==> src/fgc_pkg.sv <==
package fgc_pkg;
   // Register bus geometry
   localparam int AW = 8;
   localparam int DW = 16;
   // Register addresses, each register is one 16-bit word
   localparam logic [7:0] ADDR_VCELL = 8'h02;
   localparam logic [7:0] ADDR_SOC = 8'h04;
   localparam logic [7:0] ADDR_MODE = 8'h06;
   localparam logic [7:0] ADDR_VERSION = 8'h08;
   localparam logic [7:0] ADDR_CONFIG = 8'h0C;
   localparam logic [7:0] ADDR_COMMAND = 8'hFE;
   // Command values and reset values
   localparam logic [15:0] MODE_QUICK_START = 16'h4000;
   localparam logic [15:0] CMD_FULL_RESET = 16'h0054;
   localparam logic [15:0] CONFIG_RST = 16'h971C;
   localparam logic [15:0] VERSION_ID = 16'h0A01; // Arbitrary value
   localparam logic [15:0] RDATA_IDLE = 16'h0000;
   // Setup register fields in the low byte, and the SOC percent field from bit 8
   localparam int CFG_SLEEP_BIT = 7;
   localparam int CFG_ALERT_BIT = 5;
   localparam int CFG_THR_LSB = 0;
   localparam int CFG_THR_W = 5;
   localparam int SOC_PCT_LSB = 8;
   // Rest interval assumed by the gauge at every restart, in minutes
   localparam int REST_ASSUME_MIN = 30;
   // Bus-low sleep timing
   localparam int CLK_KHZ = 50000;
   localparam int BUS_LOW_MS = 2500;
   localparam int BUS_LOW_CYC = BUS_LOW_MS * CLK_KHZ;
   localparam int CNT_W = 27;
   // Pin synchroniser layout
   localparam int SYNC_N = 3;
   localparam int PIN_N = 3;
   localparam int IN_QS = 0;
   localparam int IN_SCL = 1;
   localparam int IN_SDA = 2;
   // Sleep modes
   typedef enum logic [1:0] {FGC_ACTIVE, FGC_SLEEP_BUS, FGC_SLEEP_SW} fgc_sleep_e;
endpackage : fgc_pkg

==> src/fgc_fuel_gauge_control.sv <==
// Summary of operation
// - Rising edge on quick_start_pin restarts gauge calculations like power-up.
// - Writing 4000h to the mode register performs the same quick-start restart.
// - Restart assumes 30 minutes of rest; first conversion seeds the estimate.
// - Alert triggers when charge falls below the setup threshold field.
// - A triggered alert drives low_charge_alert low and sets the alert flag.
// - Alert output stays low until software writes the flag to zero.
// - Clearing while still below threshold gives no new alert; must rise first.
// - Alert is armed from power-up; first low result alerts at once.
// - Entering sleep leaves a pending alert flag and output untouched.
// - Both bus lines held low long enough put the device to sleep.
// - Sleep halts all processing; wake resumes from the same state.
// - Bus-low sleep ends at once on a rising edge of either line.
// - Writing the sleep bit to one forces sleep.
// - Sleep-bit sleep ends only when the bit is cleared or on reset.
// - Writing 0054h to the command register fully resets the device.
// - The full reset acts right after the command word completes.
// - The final byte of the reset command is not acknowledged.
// - Writes not carrying all 16 bits are ignored entirely.
// - Mode values other than the listed command have no effect.
module fgc_fuel_gauge_control #(
   parameter int unsigned BUS_LOW_CYC_P = fgc_pkg::BUS_LOW_CYC
) (
   input wire logic core_clk,
   input wire logic rst_n,
   input wire logic ce,
   input wire logic [fgc_pkg::AW-1:0] reg_addr,
   input wire logic [fgc_pkg::DW-1:0] reg_wdata,
   input wire logic reg_wr,
   input wire logic reg_rd,
   input wire logic reg_wr_whole,
   output logic [fgc_pkg::DW-1:0] reg_rdata,
   input wire logic quick_start_pin,
   input wire logic scl_in,
   input wire logic sda_in,
   input wire logic [fgc_pkg::DW-1:0] soc_value,
   input wire logic soc_update,
   output logic gauge_restart,
   output logic gauge_seed_rest,
   output logic gauge_halt,
   output logic device_reset,
   output logic reset_cmd_nack,
   output logic low_charge_alert_n
);
   import fgc_pkg::*;

   ////////////////////////////////////////////////////////////////////////////////
   // Pin synchronisers: three flops, level changes once stages two and three agree
   logic [PIN_N-1:0] pin_in;
   logic [PIN_N-1:0] lvl_v;
   logic [PIN_N-1:0] rise_v;
   assign pin_in = {sda_in, scl_in, quick_start_pin};

   for (genvar i = 0; i < PIN_N; i++) begin : g_sync
      logic [SYNC_N-1:0] sh_r;
      logic [SYNC_N-1:0] sh_nxt;
      logic lvl_r;
      logic lvl_nxt;
      // Shift and agreement filter
      always_comb begin
         sh_nxt = {sh_r[SYNC_N-2:0], pin_in[i]};
         lvl_nxt = (sh_r[1] == sh_r[2]) ? sh_r[2] : lvl_r;
      end
      // Registers of the synchroniser
      always_ff @(posedge core_clk) begin
         if (!rst_n) begin
            sh_r <= '0;
            lvl_r <= 1'b0;
         end else if (ce) begin
            sh_r <= sh_nxt;
            lvl_r <= lvl_nxt;
         end
      end
      assign lvl_v[i] = lvl_r;
      assign rise_v[i] = lvl_nxt & ~lvl_r; // One pulse per filtered rising edge
   end

   ////////////////////////////////////////////////////////////////////////////////
   // Register bus decode
   logic wr_ok;
   logic mode_wr;
   logic mode_qs;
   logic cfg_wr;
   logic cmd_rst;
   logic por_r;
   logic por_nxt;
   logic srst;

   // Only complete 16-bit writes count
   always_comb begin
      wr_ok = reg_wr & reg_wr_whole;
      mode_wr = wr_ok && (reg_addr == ADDR_MODE);
      mode_qs = mode_wr && (reg_wdata == MODE_QUICK_START);
      cfg_wr = wr_ok && (reg_addr == ADDR_CONFIG);
      cmd_rst = wr_ok && (reg_addr == ADDR_COMMAND) && (reg_wdata == CMD_FULL_RESET);
      por_nxt = cmd_rst;
   end

   // Full reset pulse, also withholds the acknowledge of the last byte
   always_ff @(posedge core_clk) begin
      if (!rst_n) begin
         por_r <= 1'b0;
      end else if (ce) begin
         por_r <= por_nxt;
      end
   end
   assign srst = !rst_n || (ce && por_r);

   ////////////////////////////////////////////////////////////////////////////////
   // Gauge control, alert and sleep state
   fgc_sleep_e state_r;
   fgc_sleep_e state_nxt;
   logic [CNT_W-1:0] cnt_r;
   logic [CNT_W-1:0] cnt_nxt;
   logic [DW-1:0] cfg_r;
   logic [DW-1:0] cfg_nxt;
   logic [DW-1:0] soc_r;
   logic [DW-1:0] soc_nxt;
   logic armed_r;
   logic armed_nxt;
   logic seed_r;
   logic seed_nxt;
   logic asleep;
   logic bus_low;
   logic bus_timeout;
   logic below;
   logic trig;
   logic restart;
   logic run_update;

   // Next-state logic
   always_comb begin
      asleep = (state_r != FGC_ACTIVE);
      bus_low = ~lvl_v[IN_SCL] & ~lvl_v[IN_SDA];
      bus_timeout = bus_low && (cnt_r == CNT_W'(BUS_LOW_CYC_P - 1));
      run_update = soc_update && !asleep;
      below = soc_value[DW-1:SOC_PCT_LSB] <
              {3'h0, cfg_r[CFG_THR_LSB +: CFG_THR_W]};
      trig = run_update && below && armed_r;
      restart = (rise_v[IN_QS] | mode_qs) && !asleep;
      // Bus-low timer counts only continuous low time
      if (bus_low && !asleep) begin
         cnt_nxt = (cnt_r == CNT_W'(BUS_LOW_CYC_P - 1)) ? cnt_r : cnt_r + 1'b1;
      end else begin
         cnt_nxt = '0;
      end
      // Setup register: software may clear the flag but never set it
      cfg_nxt = cfg_r;
      if (cfg_wr) begin
         cfg_nxt = reg_wdata;
         cfg_nxt[CFG_ALERT_BIT] = reg_wdata[CFG_ALERT_BIT] & cfg_r[CFG_ALERT_BIT];
      end
      if (trig) begin
         cfg_nxt[CFG_ALERT_BIT] = 1'b1; // Set wins over clear
      end
      // Re-arm on a restart, or once charge is back at or above threshold
      armed_nxt = armed_r;
      if (restart) begin
         armed_nxt = 1'b1;
      end else if (run_update) begin
         armed_nxt = !below;
      end
      soc_nxt = run_update ? soc_value : soc_r;
      // Seed from rest pending until the first conversion after a restart
      seed_nxt = seed_r;
      if (restart) begin
         seed_nxt = 1'b1;
      end else if (run_update) begin
         seed_nxt = 1'b0;
      end
      // Sleep modes
      case (state_r)
         FGC_ACTIVE: begin
            if (cfg_r[CFG_SLEEP_BIT]) begin
               state_nxt = FGC_SLEEP_SW;
            end else if (bus_timeout) begin
               state_nxt = FGC_SLEEP_BUS;
            end else begin
               state_nxt = FGC_ACTIVE;
            end
         end
         FGC_SLEEP_BUS: begin
            if (cfg_r[CFG_SLEEP_BIT]) begin
               state_nxt = FGC_SLEEP_SW;
            end else if (rise_v[IN_SCL] | rise_v[IN_SDA]) begin
               state_nxt = FGC_ACTIVE;
            end else begin
               state_nxt = FGC_SLEEP_BUS;
            end
         end
         FGC_SLEEP_SW: begin
            state_nxt = cfg_r[CFG_SLEEP_BIT] ? FGC_SLEEP_SW : FGC_ACTIVE;
         end
         default: begin
            state_nxt = FGC_ACTIVE;
         end
      endcase
   end

   // State registers; full reset restores power-up values
   always_ff @(posedge core_clk) begin
      if (srst) begin
         state_r <= FGC_ACTIVE;
         cnt_r <= '0;
         cfg_r <= CONFIG_RST;
         soc_r <= '0;
         armed_r <= 1'b1; // Armed from power-up
         seed_r <= 1'b1;
         gauge_restart <= 1'b0;
         gauge_halt <= 1'b0;
         low_charge_alert_n <= 1'b1;
      end else if (ce) begin
         state_r <= state_nxt;
         cnt_r <= cnt_nxt;
         cfg_r <= cfg_nxt;
         soc_r <= soc_nxt;
         armed_r <= armed_nxt;
         seed_r <= seed_nxt;
         gauge_restart <= restart;
         gauge_halt <= (state_nxt != FGC_ACTIVE);
         low_charge_alert_n <= ~cfg_nxt[CFG_ALERT_BIT]; // Sleep does not touch it
      end
   end
   assign gauge_seed_rest = seed_r;
   assign device_reset = por_r;
   assign reset_cmd_nack = por_r;

   ////////////////////////////////////////////////////////////////////////////////
   // Read data, valid only in the cycle after the read strobe
   logic [DW-1:0] rdata_r;
   logic [DW-1:0] rdata_nxt;

   // Read mux
   always_comb begin
      rdata_nxt = RDATA_IDLE;
      if (reg_rd) begin
         case (reg_addr)
            ADDR_SOC: rdata_nxt = soc_r;
            ADDR_CONFIG: rdata_nxt = cfg_r;
            ADDR_VERSION: rdata_nxt = VERSION_ID;
            default: rdata_nxt = RDATA_IDLE;
         endcase
      end
   end

   // Read register
   always_ff @(posedge core_clk) begin
      if (!rst_n) begin
         rdata_r <= RDATA_IDLE;
      end else if (ce) begin
         rdata_r <= rdata_nxt;
      end
   end
   assign reg_rdata = rdata_r;
endmodule : fgc_fuel_gauge_control

==> config.mk <==
export PLATFORM = sky130hd
export DESIGN_NAME = fgc_fuel_gauge_control
export DESIGN_NICKNAME = d
export VERILOG_FILES = /design/src/fgc_pkg.sv /design/src/fgc_fuel_gauge_control.sv
export SDC_FILE = /design/constraint.sdc
export NUM_CORES = 1
export LEC_CHECK = 0
export BUFFER_PORTS_ARGS = -buffer_cell sky130_fd_sc_hd__buf_4
export CAP_MARGIN = 10
export CORE_ASPECT_RATIO = 1.25
export CORE_UTILIZATION = 63
export CTS_BUF_LIST = sky130_fd_sc_hd__clkbuf_4
export DETAILED_ROUTE_END_ITERATION = 10
export MAX_ROUTING_LAYER = met4
export PLACE_DENSITY = 0.91
export SLEW_MARGIN = 10
export SYNTH_ARGS = -nofsm -noshare
export SYNTH_HDL_FRONTEND = slang
export SYNTH_SLANG_ARGS = --single-unit
==> constraint.sdc <==
create_clock -name core_clk -period 5.4 [get_ports core_clk]
set_input_delay 0.54 -clock core_clk [delete_from_list [all_inputs] [get_ports core_clk]]
set_output_delay 0.54 -clock core_clk [all_outputs]
set_load 0.005 [all_outputs]
After elaboration in Yosys (flattened, before gate mapping)
Index checks and enable logic that the tools add are counted.
- flip-flop bits (word level): 95
- latch bits: 0
- bits in writable memories: 0
- bits in read-only memories: 0
- output and inout bits: 22
- logic and storage cells: 89
- memories: 0
- add/sub/neg operators: 1
- $mul: 0
- divide/modulo/power cells: 0
- $lt $le $gt $ge: 1
- eq/ne operators: 14
- shifts and indexed selects: 0
- mux-type cells: 19
- bitwise gates (word level): 12
- reduce and logical (&&, ||, !) cells: 24
- operators by type and width (operator ; number):
    2-to-1 mux 27 bit ; 2
    one-hot mux 16 bit (3 select lines) ; 1
    adder 27 x 1 -> 27 bit, second input constant ; 1
    == test 27 bit, second input constant ; 1
    == test 16 x 15 -> 1 bit, second input constant ; 1
    == test 16 x 7 -> 1 bit, second input constant ; 1
    == test 8 x 3 -> 1 bit, second input constant ; 2
    == test 8 x 4 -> 1 bit, second input constant ; 2
    2-to-1 mux 16 bit ; 1
    logical AND 1 bit ; 12
    2-to-1 mux 1 bit ; 10
    == test 8 bit, second input constant ; 1
    < comparator 8 x 5 -> 1 bit ; 1
    AND reduction 2 bit ; 4
    bitwise AND 1 bit ; 6
    2-to-1 mux 2 bit ; 3
    2-to-1 mux 6 bit ; 1
    one-hot mux 2 bit (3 select lines) ; 1
    nonzero test 2 bit ; 3
    inverter 1 bit ; 4
    == test 1 bit ; 3
    zero test 1 bit ; 3
    == test 2 x 1 -> 1 bit, second input constant ; 1
    == test 2 bit, second input constant ; 1
    other kinds (4) ; 5

Logic depth before layout (Yosys ltp)
- depth in word-level cells: 8
- depth in mapped cells: 8

Worst setup path after synthesis
OpenSTA, ideal clock, no wires.
- path type: input port to flip-flop
- start: input reg_addr[5] (netlist name)
- end: register cfg_r[2]
- arrival: 2038 ps
- required time: 5259 ps
- slack: 3221 ps
- cell stages on the path: 7
- buffers on the path: 3
- cells stage by stage: nor4_1 and4_1 clkbuf_1 and4_1 buf_2 buf_2 o211ai_1
- cells in the longest elaborated chain, start to end: 3
- ends and longest elaborated chain (element ; RTL line ; source):
    start: declaration ; fgc_fuel_gauge_control.sv:27 ; input wire logic [fgc_pkg::AW-1:0] reg_addr,
    == test 8 x 4 -> 1 bit ; fgc_fuel_gauge_control.sv:94 ; cfg_wr = wr_ok && (reg_addr == ADDR_CONFIG);
    logical AND 1 bit ; fgc_fuel_gauge_control.sv:94 ;
    AND reduction 2 bit (no line) ; - ;
    end signal: assignment ; fgc_fuel_gauge_control.sv:215 ; cfg_r <= cfg_nxt;
    end: declaration ; fgc_fuel_gauge_control.sv:115 ; logic [DW-1:0] cfg_r;
Every way passes these cells.
A chain may end at the register's enable or synchronous reset.

Worst setup path after layout
- start: register state_r[1]
- end: register cnt_r[0]
- cells in the longest elaborated chain, start to end: 5
- elaborated cells on any way between the ends: 6
- classes of those cells: eq/ne: 1; mux: 1; reduce/logical: 4
- ends and longest elaborated chain (element ; RTL line ; source):
    start: declaration ; fgc_fuel_gauge_control.sv:111 ; fgc_sleep_e state_r;
    start signal: assignment ; fgc_fuel_gauge_control.sv:213 ; state_r <= state_nxt;
    nonzero test 2 bit (*) ; fgc_fuel_gauge_control.sv:133 ; asleep = (state_r != FGC_ACTIVE);
    zero test 1 bit (*) ; fgc_fuel_gauge_control.sv:142 ; if (bus_low && !asleep) begin
    logical AND 1 bit (*) ; fgc_fuel_gauge_control.sv:142 ;
    inequality test 2 bit (no line) ; - ;
    AND reduction 2 bit (no line) ; - ;
    end signal: assignment ; fgc_fuel_gauge_control.sv:214 ; cnt_r <= cnt_nxt;
    end: declaration ; fgc_fuel_gauge_control.sv:113 ; logic [CNT_W-1:0] cnt_r;
Every way passes the cells marked *; elsewhere a longest branch is shown, timed or not.

==> metrics.txt <==
outcome=finished, final reports clean; average wire per standard cell=16.4 µm; Nets=618; hold path depth=3; chip width=between 70 and 80 µm; reg2reg end=cnt_r[0]; Ports=between 70 and 80; All-Layer GR Usage=approximately a third; Leak=1.99 nW; vias=4058; gpl congestion=0.955; largest net degree at the start of global routing=37; Port-buffer cells=71; Initial DRT Pass Iterations=6; share of layout cells above drive strength 1=17.5%; Max clock buf depth=2; measured slew at the worst slew-check pin=1.08 ns; CTS Buf Count=9; Worst slew margin=27.5%; final hold violation count=0; Setup-failing EPs final=0; Crit Path Category=flop to flop; DRC violations left=0; clock transition at the registers of the reported paths=0.14 ns; delay-heaviest family, CP=simple AND/OR/NAND/NOR gates; Antenna Nets Post-Route=0; net count after synthesis=566; CP Depth=5; core area=about 6600 µm²; EDFF count, synth=0; mapped cell area=4330 µm²; FFs w/ async S/R, synth=0%; VDD IR max=0.000191 V; synth warn=0; cell area power density=254 nW/µm²; Crit path required time=5.77 ns; proportion of synthesized chip area in sequential cells=43.9%; Syn Area/Cell=8.48 µm²; postcts setup bufs=0; Cell Rows=33; CP most frequent cell=or4_4; Netlist cell types=52; placed cell count=638; wirelength, routed=10.7 mm; Final Hold Slack=0.322 ns; Critical Path, Cell by Cell=or4_4 -> or4_4 -> nor3_4 -> nand2b_1 -> mux2i_1; CTS tree=yes; Hold Path End=cfg_r[12]; initial antenna violation count=0; crit start category=flop; global-route wire length before repair=17.6 mm; hold_buf cts=0; Area Overhead vs Synth=16.3%; Final min period=2.47 ns; remaining global-route overflow=0; critical path peak fanout=18; slowest CP cell=or4_4; Yosys reg bits=95; die area=just over 7000 µm²; Worst path max stage delay=0.56 ns; Vias per Instance=6.20; Cell Count, Final, Fillers Out=655; crit path buf inv count=0; Cells after Synth=a little over 500; initial cell density of the core=between 60% and 70%; Filler cells=roughly 450; Max Clock Skew=0.0110 ns; Main synth FF type=dfxtp_1; MaxCap Viol Count=0; Highest Clock Rate=0.405 GHz; critical path capture point type=flop; Reg-to-Reg Start=state_r[1]; clk_lat worst skew=0.43 ns; root buffer cell=clkbuf_4; cts repair resizes=0; DP HPWL=between 7 and 8 mm; Final Max Slew Viols=0; Worst Path Arrival=between 2 and 3 ns; H-tree depth=3; reg2reg setup slack=2.93 ns; FF-to-FF path depth=5; setup_tns=0 ns; Worst Hold Launch=reg_wdata[12]; crit share post-route=between 40 and 50%; number of global-route vias before repair=3817; Hold Path Class=input port to flop; Chip Height=94.7 µm; DR iter-0 viols=roughly 240; CTS sink cnt=95; RSZ-0062 raised after global routing=false
[per-stage QoR]
step | power [mW] | setup WS [ns] | util (%) | cell area, µm²
2_1_floorplan | 0.776 | 3.22 | - | 4330
3_3_place_gp | 0.820 | 2.71 | 73.5 | 4850
3_5_place_dp | 0.823 | 2.58 | 73.5 | 4850
4_1_cts | 1.28 | 2.92 | 76.2 | 5030
5_1_grt | 1.32 | 2.81 | 76.2 | 5040
6_report | 1.28 | 2.93 | 76.3 | 5040
[cells in the mapped netlist, types with 2 or more instances]
library cell  instances  area (µm²)
nand4_1              14        87.6
or4_1                 9        67.6
buf_1                 2        7.51
xnor2_1               8        70.1
o311ai_0              2        17.5
and2_1                4        25.0
o211ai_1              8        60.1
a21boi_0              4        30.0
inv_1                 7        26.3
a21o_1                3        22.5
and3_1                6        37.5
buf_2                 2        10.0
nor4_1               15        93.8
nor2_1               20        75.1
or3_1                 6        37.5
ha_1                  5        62.6
nand4b_1              2        17.5
nor2b_1              13        81.3
mux2i_1              12         120
a22o_1               30         263
nor4b_1               3        26.3
and4_1                6        52.6
a211oi_1              2        15.0
or4_4                 2        22.5
nand3_1              19        95.1
o21ai_0              18        90.1
a21oi_1              36         180
nand2b_1              5        31.3
o31ai_1               4        30.0
clkbuf_1             27         101
nand2_1              97         364
nor3_1                5        25.0
and4b_1               2        20.0
dfxtp_1              95        1900
[sequential cells by signal (all words and copies together), names as in the netlist, 2 cells and up]
register / cells
cfg_r: 16
cnt_r: 27
g_sync.lvl_r: 3
g_sync.sh_r: 9
state_r: 2
soc_r: 16
reg_rdata: 16
[worst max path at each step]
stage / start / end / slack (ns)
after floorplan: reg_addr[5] / cfg_r[2] / 3.22
after global placement: reg_addr[5] / cfg_r[0] / 2.71
after detailed placement: reg_addr[5] / cfg_r[14] / 2.58
after CTS: cnt_r[0] / cnt_r[17] / 2.92
after global routing: state_r[1] / state_r[0] / 2.81
final: state_r[1] / cnt_r[0] / 2.93
[kinds of logic after synthesis]
| logic type | after synthesis | synth area share (%) |
|---|---|---|
| DFF | 95 | 43.9 |
| adders and majority gates | 5 | 1.44 |
| buffers and inverters | 41 | 3.87 |
| xor gates and xnor gates | 9 | 1.82 |
| muxes | 12 | 2.77 |
| and+or+nand+nor | 235 | 28.3 |
| AOI/OAI and AO/OA | 114 | 17.9 |
[report_power, final]
group	switching (mW)	leakage [nW]	total [mW]	internal (mW)
clock	0.226	0.0969	0.468	0.242
combinational	0.0473	1.13	0.0895	0.0422
sequential	0.00842	0.769	0.721	0.712
[layer usage]
metal,wire length (µm),GRT usage (%),vias to the layer above
li1,-,-,1963
met2,5330,56.6,188
met4,384,16.5,0
met1,4330,35.1,1868
met3,704,5.02,39
met5,0,-,-
[layout make-up]
cell class              instances  area (µm²)  area share (%)
inverters                       8        30.0           0.596
clock buffers                  11        82.6            1.64
diodes                          1        2.50          0.0497
well taps                      87         109            2.16
clock inverters                 4        95.1            1.89
multi-input cells             375        2260            44.9
repair buffers                 74         553            11.0
flip-flops and latches         95        1900            37.7
[layout by cell type, fill, tap and decap left out, drive strengths merged, types with 5 or more instances in the layout]
| cell type | count |
|---|---|
| mux2i | 12 |
| nor3 | 6 |
| o211ai | 8 |
| nand2 | 97 |
| buf | 73 |
| nor2b | 13 |
| clkbuf | 12 |
| nand3 | 19 |
| xnor2 | 8 |
| and4 | 6 |
| nand2b | 5 |
| dfxtp | 95 |
| or3 | 6 |
| and3 | 6 |
| nor2 | 21 |
| nand4 | 14 |
| o21ai | 18 |
| ha | 5 |
| or4 | 11 |
| inv | 7 |
| nor4 | 15 |
| a21oi | 36 |
| a22o | 30 |
[worst min-delay path, delay by kind of cell]
family / cells / cell delay (ns)
and+or+nand+nor: 2 / 0.10
buffers and inverters: 1 / 0.09
No activity file was read; power rests on OpenSTA's default activity.
